[config.mk]
export PLATFORM = sky130hd
export DESIGN_NAME = srrs_sequencer
export DESIGN_NICKNAME = d
export VERILOG_FILES = /design/src/rtl/srrs_pkg.sv /design/src/rtl/srrs_sequencer.sv
export SDC_FILE = /design/constraint.sdc
export NUM_CORES = 1
export LEC_CHECK = 0
export BUFFER_PORTS_ARGS = -buffer_cell sky130_fd_sc_hd__buf_2
export CELL_PAD_IN_SITES_DETAIL_PLACEMENT = 1
export CELL_PAD_IN_SITES_GLOBAL_PLACEMENT = 2
export CORE_MARGIN = 8
export CORE_UTILIZATION = 32
export CTS_CLUSTER_DIAMETER = 120
export DETAILED_ROUTE_END_ITERATION = 10
export GPL_ROUTABILITY_DRIVEN = 0
export PLACE_DENSITY = 0.91
export SLEW_MARGIN = 20
export SYNTH_ARGS = -nofsm -noshare
export SYNTH_HDL_FRONTEND = slang
export SYNTH_SLANG_ARGS = --single-unit
[constraint.sdc]
create_clock -name clock_i -period 5.36 [get_ports clock_i]
set_clock_uncertainty 0.1 [all_clocks]
set_input_delay 0.536 -clock clock_i [delete_from_list [all_inputs] [get_ports clock_i]]
set_output_delay 0.536 -clock clock_i [all_outputs]
set_load 0.005 [all_outputs]
[src/rtl/srrs_pkg.sv]
package srrs_pkg;

    // ****************************************
    // register map
    // ****************************************
    localparam logic [3:0] SRRS_ADDR_CTRL    = 4'h0;
    localparam logic [3:0] SRRS_ADDR_STATUS  = 4'h4;
    localparam int         SRRS_SEL_LSB      = 0;
    localparam int         SRRS_CLK_USER_BIT = 4;
    localparam int         SRRS_SYNC_BIT     = 5;
    localparam int         SRRS_ALIGN_BIT    = 6;
    localparam int         SRRS_ST_GSR_BIT   = 0;
    localparam int         SRRS_ST_REJ_BIT   = 1;
    localparam int         SRRS_ST_STATE_LSB = 2;
    localparam int         SRRS_ST_CNT_LSB   = 4;
    localparam int         SRRS_ST_DONE_BIT  = 7;
    localparam logic [1:0] SRRS_RESP_OKAY    = 2'h0;
    localparam logic [1:0] SRRS_RESP_SLVERR  = 2'h2;

    // ****************************************
    // release events and sequencer states
    // ****************************************
    typedef enum logic [3:0] {
        SRRS_REL_C2      = 4'h0,
        SRRS_REL_C3      = 4'h1,
        SRRS_REL_C4      = 4'h2,
        SRRS_REL_U2      = 4'h3,
        SRRS_REL_U3      = 4'h4,
        SRRS_REL_U4      = 4'h5,
        SRRS_REL_DONE    = 4'h6,
        SRRS_REL_DONE_P1 = 4'h7,
        SRRS_REL_DONE_P2 = 4'h8
    } srrs_rel_type;

    typedef enum logic [1:0] {
        SRRS_ST_CONFIG = 2'b00,
        SRRS_ST_C1WAIT = 2'b01,
        SRRS_ST_COUNT  = 2'b10,
        SRRS_ST_USER   = 2'b11
    } srrs_state_type;

    typedef struct packed {
        logic         align_done;
        logic         sync_to_done_in;
        logic         startup_clock_select;
        srrs_rel_type global_reset_release_select;
    } srrs_cfg_type;

    // defaults: cfg clock, no done sync, length alignment, third cfg edge
    localparam srrs_cfg_type SRRS_CFG_RESET = '{1'b0, 1'b0, 1'b0, SRRS_REL_C3};
    localparam int           SRRS_SYNC_DEPTH = 3;

endpackage : srrs_pkg

[src/rtl/srrs_sequencer.sv]
`timescale 1ns/1ps
module srrs_sequencer
    import srrs_pkg::*;
(
    // clock and reset
    input  wire logic        clock_i,
    input  wire logic        rst_i,
    // startup pins and configuration status
    input  wire logic        cfg_clk_i,
    input  wire logic        user_clk_i,
    input  wire logic        done_input_i,
    input  wire logic        length_count_met_i,
    input  wire logic        done_align_count_met_i,
    output logic             global_set_reset_o,
    // axi4-lite slave
    input  wire logic [3:0]  s_axi_awaddr,
    input  wire logic        s_axi_awvalid,
    output logic             s_axi_awready,
    input  wire logic [31:0] s_axi_wdata,
    input  wire logic [3:0]  s_axi_wstrb,
    input  wire logic        s_axi_wvalid,
    output logic             s_axi_wready,
    output logic [1:0]       s_axi_bresp,
    output logic             s_axi_bvalid,
    input  wire logic        s_axi_bready,
    input  wire logic [3:0]  s_axi_araddr,
    input  wire logic        s_axi_arvalid,
    output logic             s_axi_arready,
    output logic [31:0]      s_axi_rdata,
    output logic [1:0]       s_axi_rresp,
    output logic             s_axi_rvalid,
    input  wire logic        s_axi_rready
);

    // ****************************************
    // helpers
    // ****************************************
    function automatic logic rel_legal(input srrs_cfg_type c);
        logic ok;
        ok = 1'b0;
        unique case ({c.startup_clock_select, c.sync_to_done_in})
            2'b01: ok = c.global_reset_release_select inside {SRRS_REL_C2, SRRS_REL_C3,
                                                              SRRS_REL_DONE, SRRS_REL_DONE_P1};
            2'b00: ok = c.global_reset_release_select inside {SRRS_REL_C2, SRRS_REL_C3, SRRS_REL_C4};
            2'b11: ok = c.global_reset_release_select inside {SRRS_REL_U2, SRRS_REL_DONE,
                                                              SRRS_REL_DONE_P1, SRRS_REL_DONE_P2};
            2'b10: ok = c.global_reset_release_select inside {SRRS_REL_U2, SRRS_REL_U3, SRRS_REL_U4};
        endcase
        return ok;
    endfunction : rel_legal

    // number of counted edges that releases
    function automatic logic [2:0] rel_target(input srrs_rel_type s);
        logic [2:0] n;
        n = 3'h4;
        unique case (s)
            SRRS_REL_C2, SRRS_REL_U2, SRRS_REL_DONE_P2: n = 3'h2;
            SRRS_REL_C3, SRRS_REL_U3:                   n = 3'h3;
            SRRS_REL_DONE_P1, SRRS_REL_DONE:            n = 3'h1;
            default:                                    n = 3'h4;
        endcase
        return n;
    endfunction : rel_target

    // ****************************************
    // pin synchronisers
    // ****************************************
    logic [2:0]     sy1_q, sy2_q, sy3_q, lvl_q, rise;
    logic           cfg_rise, usr_rise, done_hi, start_rise;
    srrs_cfg_type   cfg_q;
    srrs_state_type state_q;
    logic [2:0]     cnt_q;
    logic           done_seen_q;
    logic           reject_q;
    logic           count_met;
    logic           is_c, is_u, is_dp;

    assign cfg_rise   = rise[0];
    assign usr_rise   = rise[1];
    assign done_hi    = lvl_q[2];
    assign start_rise = cfg_q.startup_clock_select ? usr_rise : cfg_rise;

    always_ff @(posedge clock_i or posedge rst_i) begin
        if (rst_i) begin
            sy1_q <= 3'h0;
            sy2_q <= 3'h0;
            sy3_q <= 3'h0;
        end else begin
            sy1_q <= {done_input_i, user_clk_i, cfg_clk_i};
            sy2_q <= sy1_q;
            sy3_q <= sy2_q;
        end
    end

    // a level counts only once the 2nd and 3rd stage agree
    for (genvar g = 0; g < SRRS_SYNC_DEPTH; g++) begin : g_filt
        assign rise[g] = sy2_q[g] & sy3_q[g] & ~lvl_q[g];
        always_ff @(posedge clock_i or posedge rst_i) begin
            if (rst_i) begin
                lvl_q[g] <= 1'b0;
            end else if (sy2_q[g] == sy3_q[g]) begin
                lvl_q[g] <= sy3_q[g];
            end
        end
    end

    // ****************************************
    // release sequencer
    // ****************************************
    assign count_met = cfg_q.align_done ? done_align_count_met_i : length_count_met_i;
    assign is_c  = cfg_q.global_reset_release_select inside {SRRS_REL_C2, SRRS_REL_C3, SRRS_REL_C4};
    assign is_u  = cfg_q.global_reset_release_select inside {SRRS_REL_U2, SRRS_REL_U3, SRRS_REL_U4};
    assign is_dp = cfg_q.global_reset_release_select inside {SRRS_REL_DONE_P1, SRRS_REL_DONE_P2};

    logic       step;
    logic [2:0] cnt_next;
    logic       release_now;

    always_comb begin
        step = 1'b0;
        if (is_c) begin
            step = cfg_rise;
        end else if (is_u) begin
            step = usr_rise;
        end else if (is_dp) begin
            step = done_seen_q & start_rise;
        end
        cnt_next = cnt_q + 3'h1;
        release_now = 1'b0;
        if (state_q == SRRS_ST_COUNT) begin
            if (cfg_q.global_reset_release_select == SRRS_REL_DONE) begin
                release_now = done_hi;
            end else begin
                release_now = step && (cnt_next == rel_target(cfg_q.global_reset_release_select));
            end
        end
    end

    always_ff @(posedge clock_i or posedge rst_i) begin
        if (rst_i) begin
            state_q <= SRRS_ST_CONFIG;
        end else begin
            unique case (state_q)
                SRRS_ST_CONFIG: if (count_met) begin
                    state_q <= is_u ? SRRS_ST_C1WAIT : SRRS_ST_COUNT;
                end
                // user edges count only after the first cfg edge
                SRRS_ST_C1WAIT: if (cfg_rise) begin
                    state_q <= SRRS_ST_COUNT;
                end
                SRRS_ST_COUNT: if (release_now) begin
                    state_q <= SRRS_ST_USER;
                end
                SRRS_ST_USER: state_q <= SRRS_ST_USER;
            endcase
        end
    end

    always_ff @(posedge clock_i or posedge rst_i) begin
        if (rst_i) begin
            cnt_q <= 3'h0;
        end else if (state_q != SRRS_ST_COUNT) begin
            cnt_q <= 3'h0;
        end else if (step) begin
            cnt_q <= cnt_next;
        end
    end

    // done sync: edges after done rises; an edge in the same cycle is not counted
    always_ff @(posedge clock_i or posedge rst_i) begin
        if (rst_i) begin
            done_seen_q <= 1'b0;
        end else if (state_q == SRRS_ST_CONFIG) begin
            done_seen_q <= 1'b0;
        end else if (done_hi && cfg_q.sync_to_done_in) begin
            done_seen_q <= 1'b1;
        end
    end

    // held from reset (configuration) until release, never raised again
    always_ff @(posedge clock_i or posedge rst_i) begin
        if (rst_i) begin
            global_set_reset_o <= 1'b1;
        end else if (release_now) begin
            global_set_reset_o <= 1'b0;
        end
    end

    // ****************************************
    // axi4-lite slave
    // ****************************************
    logic aw_got_q, w_got_q, wstrb_q;
    logic [3:0]  awaddr_q;
    logic [31:0] wdata_q;
    logic        wr_fire;
    srrs_cfg_type wr_cfg;

    assign s_axi_awready = ~aw_got_q & ~s_axi_bvalid;
    assign s_axi_wready  = ~w_got_q & ~s_axi_bvalid;
    assign s_axi_arready = ~s_axi_rvalid;
    assign wr_fire = aw_got_q & w_got_q & ~s_axi_bvalid;
    assign wr_cfg  = srrs_cfg_type'(wdata_q[SRRS_ALIGN_BIT:SRRS_SEL_LSB]);

    always_ff @(posedge clock_i or posedge rst_i) begin
        if (rst_i) begin
            aw_got_q <= 1'b0;
            w_got_q  <= 1'b0;
            wstrb_q  <= 1'b0;
            awaddr_q <= 4'h0;
            wdata_q  <= 32'h0;
        end else begin
            if (s_axi_awvalid && s_axi_awready) begin
                aw_got_q <= 1'b1;
                awaddr_q <= s_axi_awaddr;
            end else if (wr_fire) begin
                aw_got_q <= 1'b0;
            end
            if (s_axi_wvalid && s_axi_wready) begin
                w_got_q <= 1'b1;
                wdata_q <= s_axi_wdata;
                wstrb_q <= s_axi_wstrb[0];
            end else if (wr_fire) begin
                w_got_q <= 1'b0;
            end
        end
    end

    always_ff @(posedge clock_i or posedge rst_i) begin
        if (rst_i) begin
            s_axi_bvalid <= 1'b0;
            s_axi_bresp  <= SRRS_RESP_OKAY;
        end else if (wr_fire) begin
            s_axi_bvalid <= 1'b1;
            s_axi_bresp  <= (awaddr_q == SRRS_ADDR_CTRL || awaddr_q == SRRS_ADDR_STATUS)
                            ? SRRS_RESP_OKAY : SRRS_RESP_SLVERR;
        end else if (s_axi_bready) begin
            s_axi_bvalid <= 1'b0;
        end
    end

    // settings freeze once the count is met; illegal combinations never land
    always_ff @(posedge clock_i or posedge rst_i) begin
        if (rst_i) begin
            cfg_q    <= SRRS_CFG_RESET;
            reject_q <= 1'b0;
        end else if (wr_fire && awaddr_q == SRRS_ADDR_CTRL && wstrb_q) begin
            if (rel_legal(wr_cfg) && state_q == SRRS_ST_CONFIG) begin
                cfg_q    <= wr_cfg;
                reject_q <= 1'b0;
            end else begin
                reject_q <= 1'b1;
            end
        end
    end

    always_ff @(posedge clock_i or posedge rst_i) begin
        if (rst_i) begin
            s_axi_rvalid <= 1'b0;
            s_axi_rdata  <= 32'h0;
            s_axi_rresp  <= SRRS_RESP_OKAY;
        end else if (s_axi_arvalid && s_axi_arready) begin
            s_axi_rvalid <= 1'b1;
            s_axi_rresp  <= SRRS_RESP_OKAY;
            s_axi_rdata  <= 32'h0;
            if (s_axi_araddr == SRRS_ADDR_CTRL) begin
                s_axi_rdata[SRRS_ALIGN_BIT:SRRS_SEL_LSB] <= cfg_q;
            end else if (s_axi_araddr == SRRS_ADDR_STATUS) begin
                s_axi_rdata[SRRS_ST_GSR_BIT]                      <= global_set_reset_o;
                s_axi_rdata[SRRS_ST_REJ_BIT]                      <= reject_q;
                s_axi_rdata[SRRS_ST_STATE_LSB+1:SRRS_ST_STATE_LSB] <= state_q;
                s_axi_rdata[SRRS_ST_CNT_LSB+2:SRRS_ST_CNT_LSB]     <= cnt_q;
                s_axi_rdata[SRRS_ST_DONE_BIT]                     <= done_seen_q;
            end else begin
                s_axi_rresp <= SRRS_RESP_SLVERR;
            end
        end else if (s_axi_rready) begin
            s_axi_rvalid <= 1'b0;
        end
    end
endmodule : srrs_sequencer
Yosys cells after proc, flatten, opt, wreduce, memory -nomap -nowiden:

Index checks and enable logic that the tools add are counted.

* flip-flop bits (word level): 55
* bits of input ports: 56
* output and inout port bits: 42
* logic and storage cells: 141

* add/sub/neg operators: 1
* eq/ne operators: 32
* multiplexer cells: 35
* bitwise gates (word level): 15
* reductions and logical operators: 33

Operators by type and width (number)
* $eq A4 B3 Y1 const B: 10
* $mux W1: 19
* $eq A4 B2 Y1 const B: 4
* $logic_not A4 Y1: 4
* $mux W2: 7
* $reduce_bool A2 Y1: 7
* $mux W3: 4
* $reduce_bool A3 Y1: 4
* $and A1 B1 Y1: 9
* $pmux W3 S3: 1
* $eq A2 B2 Y1 const B: 4
* $eq A4 B1 Y1 const B: 2
* $eq A4 B4 Y1 const B: 2
* $logic_and A1 B1 Y1: 8
* $mux W8: 1
* $ne A2 B2 Y1 const B: 4
* $pmux W2 S4: 1
* $reduce_bool A4 Y1: 2
* $mux W7: 1
* $not A1 Y1: 6
* $eq A2 B1 Y1 const B: 2
* $logic_not A2 Y1: 2
* $pmux W1 S4: 1
* $reduce_or A2 Y1: 2
* other kinds (7): 9

Depth between registers and ports, before layout:

* depth after elaboration: 12
* gate-level depth with buffers: 6
* depth with buffers taken out: 6

Least setup slack after synthesis:

No wires, ideal clock.

* path kind: reg2reg
* start: reg cfg_q[0] (netlist bit)
* end: reg global_set_reset_o
* setup time: 0.079 ns
* arrival time: 1.826 ns
* required time: 5.181 ns
* slack: 3.355 ns
* stages on the path, launching flop included: 6
* path buffers: 1
* period minus slack after synthesis: 2.005 ns
* path through: dfstp_2 -> buf_2 -> a31oi_1 -> and3b_1 -> or4b_1 -> o211a_1

* longest elaborated chain between the ends: 9
* elaborated cells on any way between the ends: 25
* classes of those cells: eq/ne (9); mux (8); reduce/logical (8)

Ends and longest elaborated chain
* start, declared: RTL line srrs_sequencer.sv:70 `srrs_cfg_type cfg_q;`
* start signal, assigned: RTL line srrs_sequencer.sv:248 `cfg_q <= wr_cfg;`
* $eq A4 B2 Y1, or another cell as far along: RTL line srrs_sequencer.sv:56, srrs_sequencer.sv:112
* $reduce_or A3 Y1 / $reduce_or A2 Y1 (equally long branches): RTL line srrs_sequencer.sv:56 `unique case (s)`
* $pmux W3 S3: RTL line srrs_sequencer.sv:56
* $mux W3: RTL line srrs_sequencer.sv:131 `if (cfg_q.global_reset_release_select == SRRS_REL_DONE) begin`
* $mux W3: RTL line srrs_sequencer.sv:130 `if (state_q == SRRS_ST_COUNT) begin`
* $eq A3 B3 Y1: RTL line srrs_sequencer.sv:134 `release_now = step && (cnt_next == rel_target(cfg_q.global_reset_release_select));`
* $logic_and A1 B1 Y1: RTL line srrs_sequencer.sv:134
* $mux W1 *: RTL line srrs_sequencer.sv:131
* $mux W1 *: RTL line srrs_sequencer.sv:130
* end signal, assigned: RTL line srrs_sequencer.sv:183 `global_set_reset_o <= 1'b1;`
* end signal, assigned: RTL line srrs_sequencer.sv:185 `global_set_reset_o <= 1'b0;`
* end, declared: RTL line srrs_sequencer.sv:14 `output logic global_set_reset_o,`

Mark *: on every way between the ends. The rest lies on a longest branch, timed or not. The select of a mux whose other input is x is not followed.
A chain may end at the register's enable or synchronous reset.

Final worst setup path:

* start: reg cfg_q[2] (netlist bit)
* end: reg global_set_reset_o

The elaborated chain is that of the path after synthesis.

==> flow_summary_export.csv <==
group,metric,value,unit
clocking,cts-buffers-inserted,5,
placement,place_ws,3110,ps
setup_path,ff2ff_setup_slack,3030,ps
worst_hold_path,holdPathEnd,"sy1_q[0]$_DFF_PP0_",
floorplanning,fp-row-count,33,
setup_path,crit_path_cell_trace,"nor3b_2 > a311oi_1 > nor3_1 > or4b_1 > o211a_1",
floorplanning,die_area,11600,um2
clocking,clockRootBuffer,"clkbuf_8",
floorplanning,die_x,108,um
clocking,htree_levels,2,
synth,yosys_warnings,0,
sta,max_slew_margin,0.394,
worst_hold_path,hold_path_depth,1,
global_routing,track_usage,0.106,
synth,avgSynthCellArea,11.2,um2
setup_path,max_stage_delay,570,ps
sta,slew_violations,0,
clocking,postCtsSetupBuffers,0,
sta,finalHoldViolations,0,
clocking,cts_hold_buf,0,
placement,hpwl,4440,um
drt,viasPerCell,4.73,
setup_path,path_buf_inv,0,
synth,synth_area,2680,um2
layout,finish.utilization,0.363,
worst_hold_path,min_path_type,"input port to register",
drt,wl_per_cell,14.9,um
setup_path,ff2ff_path_depth,5,
layout,fin_cells,387,
placement,port_buffers,43,
worst_hold_path,worstHoldStart,"cfg_clk_i",
setup_path,start_kind,"register",
global_routing,grt_remaining_overflow,0,
setup_path,reg2reg_from,"cfg_q[2]$_DFFE_PP0P_",
global_routing,grt_pass1_vias,2046,
drt,first_pass_iters,4,
global_routing,antenna_found_initial,0,
synth,ys_ff_latch,53,
clocking,clock_latency,310,ps
sta,whs,223,ps
drt,wl_met2,2930,um
synth,seq_area_frac_synth,0.496,
floorplanning,initial_core_util,0.328,
drt,drc,0,
power,ir_worst_vdd,0.179,mV
drt,final_antenna_net_count,0,
setup_path,required,5500,ps
sta,max_freq,0.430,GHz
drt,met1_length,2490,um
synth,async_flop_share,1.00,
synth,synth_ff_type,"dfrtp_1",
sta,final.min_clock_period,2330,ps
layout,final_area,2970,um2
drt,dr_wl_met3,269,um
power,power_leakage,1.35,nW
layout,nNetsFinal,340,
clocking,cts_tree,"built",
global_routing,grt_first_pass_wirelength,9850,um
placement,placed_area,2880,um2
clocking,path_clk_slew,100,ps
sta,finalSetupViolations,0,
drt,vias,1831,
sta,worst_slew_pin_slew,908,ps
placement,placedCellCount,379,
setup_path,crit_slowest_cell,"dfrtp_1",
setup_path,worstPathMaxFanout,14,
layout,drive_above_1_share,0.280,
floorplanning,pin_count,98,
flow_run,drv_cap,0,
layout,antenna_cells,0,
setup_path,critPathKind,"register to register",
synth,synth_edf_count,0,
drt,dr.max_layer_used,"met4",
sta,rsz0062_at_grt,"no",
drt,routed_wl,5760,um
setup_path,endpoint_kind,"register",
drt,drt-initial-drc-count,59,
setup_path,critPathArrivalTime,2470,ps
setup_path,critical_path.top_delay_family,"simple AND/OR/NAND/NOR gates",
floorplanning,die_y,108,um
floorplanning,coreArea,8180,um2
clocking,clock-sinks,53,
power,p_total,1.01,mW
clocking,cts_resized,0,
setup_path,r2r-end,"global_set_reset_o$_DFFE_PP1P_",
synth,synthCells,240,
global_routing,grt_max_degree,54,
synth,synth_cell_type_count,51,
sta,final.setup.worst_slack,3030,ps
power,powerDensity,340,nW/um2
outcome,status,"finished, final reports clean",
sta,min_period_over_period,0.434,
sta,tns,0,ps
layout,area_growth,10.6,%
clocking,clock_path_buffers,2,
[cell families after synthesis]
logic type	after synthesis	synth area share
AOI/OAI and AO/OA	46	0.127
xor gates and xnor gates	2	0.00653
adders and majority gates	4	0.0177
buffers and inverters	42	0.102
DFF	53	0.496
muxes	28	0.114
other	1	0.00140
and+or+nand+nor	64	0.136
[cells in the mapped netlist, types with 2 or more instances]
master | number | area [um2]
nand3_1 | 2 | 10.0
xor2_1 | 2 | 17.5
a21oi_1 | 4 | 20.0
dfrtp_1 | 51 | 1280
o221ai_1 | 2 | 17.5
nor2b_1 | 7 | 43.8
o2bb2ai_1 | 3 | 26.3
mux2_2 | 20 | 225
or3_1 | 2 | 12.5
and2b_1 | 2 | 15.0
nand2b_1 | 4 | 25.0
inv_1 | 8 | 30.0
and3b_1 | 3 | 26.3
nor2_1 | 11 | 41.3
dfstp_2 | 2 | 52.6
a31oi_1 | 2 | 12.5
buf_4 | 26 | 195
ha_1 | 3 | 37.5
nand2_1 | 13 | 48.8
buf_6 | 2 | 22.5
nand3b_1 | 2 | 15.0
buf_2 | 2 | 10.0
nor3_1 | 9 | 45.0
o21a_1 | 2 | 15.0
o31ai_1 | 9 | 67.6
o21ai_0 | 12 | 60.1
clkbuf_1 | 4 | 15.0
mux2i_1 | 8 | 80.1
[per-layer routing]
layer,track usage,up-vias
met5,0,-
met4,0.0416,0
met3,0.0263,5
met2,0.182,40
met1,0.123,906
li1,-,880
[where the power goes]
| part | switching [mW] | total, mW | internal [mW] |
|---|---|---|---|
| clock network | 0.133 | 0.226 | 0.0934 |
| logic | 0.106 | 0.230 | 0.124 |
| registers | 0.0745 | 0.553 | 0.478 |
| total | 0.313 | 1.01 | 0.696 |
[worst max-delay path by stage]
stage / startpoint / end / slack (ps) / cells after the start
6_report: cfg_q[2]$_DFFE_PP0P_ / global_set_reset_o$_DFFE_PP1P_ / 3030 / 5
5_1_grt: cfg_q[2]$_DFFE_PP0P_ / global_set_reset_o$_DFFE_PP1P_ / 2930 / 5
4_1_cts: cfg_q[0]$_DFFE_PP1P_ / global_set_reset_o$_DFFE_PP1P_ / 3060 / 5
3_5_place_dp: cfg_q[2]$_DFFE_PP0P_ / global_set_reset_o$_DFFE_PP1P_ / 3110 / 5
3_3_place_gp: cfg_q[0]$_DFFE_PP1P_ / global_set_reset_o$_DFFE_PP1P_ / 3120 / 5
2_1_floorplan: cfg_q[0]$_DFFE_PP1P_ / global_set_reset_o$_DFFE_PP1P_ / 3360 / 5
[layout by cell type (no fill, tap or decap), types with 3 or more instances in the layout]
master     Yosys  final
dfrtp_1       51     51
nor2_1        11     11
o31ai_1        9      9
a21oi_1        4      4
nand2_1       13     13
clkbuf_8       0      5
and3b_1        3      3
nor2b_1        7      7
o21ai_0       12     12
o2bb2ai_1      3      3
ha_1           3      3
mux2_2        20     20
conb_1         1     26
nand2b_1       4      4
mux2i_1        8      8
inv_1          8      7
buf_2          2     43
nor3_1         9      9
[flip-flops by register name (all words and copies together) (netlist names), 2 cells and up]
name         count
s_axi_rdata      8
awaddr_q         4
wdata_q          7
sy2_q            3
cfg_q            7
sy1_q            3
cnt_q            3
sy3_q            3
state_q          2
lvl_q            2
[layout make-up]
cell class / instances / area (um2)
timing repair buffer: 43 / 215
tap: 105 / 131
clock buffer: 6 / 72.6
multi-input combinational: 170 / 1170
fill: 959 / 5210
sequential: 53 / 1330
inverter: 8 / 31.3
clock inverter: 2 / 13.8
No activity file was read; power rests on OpenSTA's default activity.
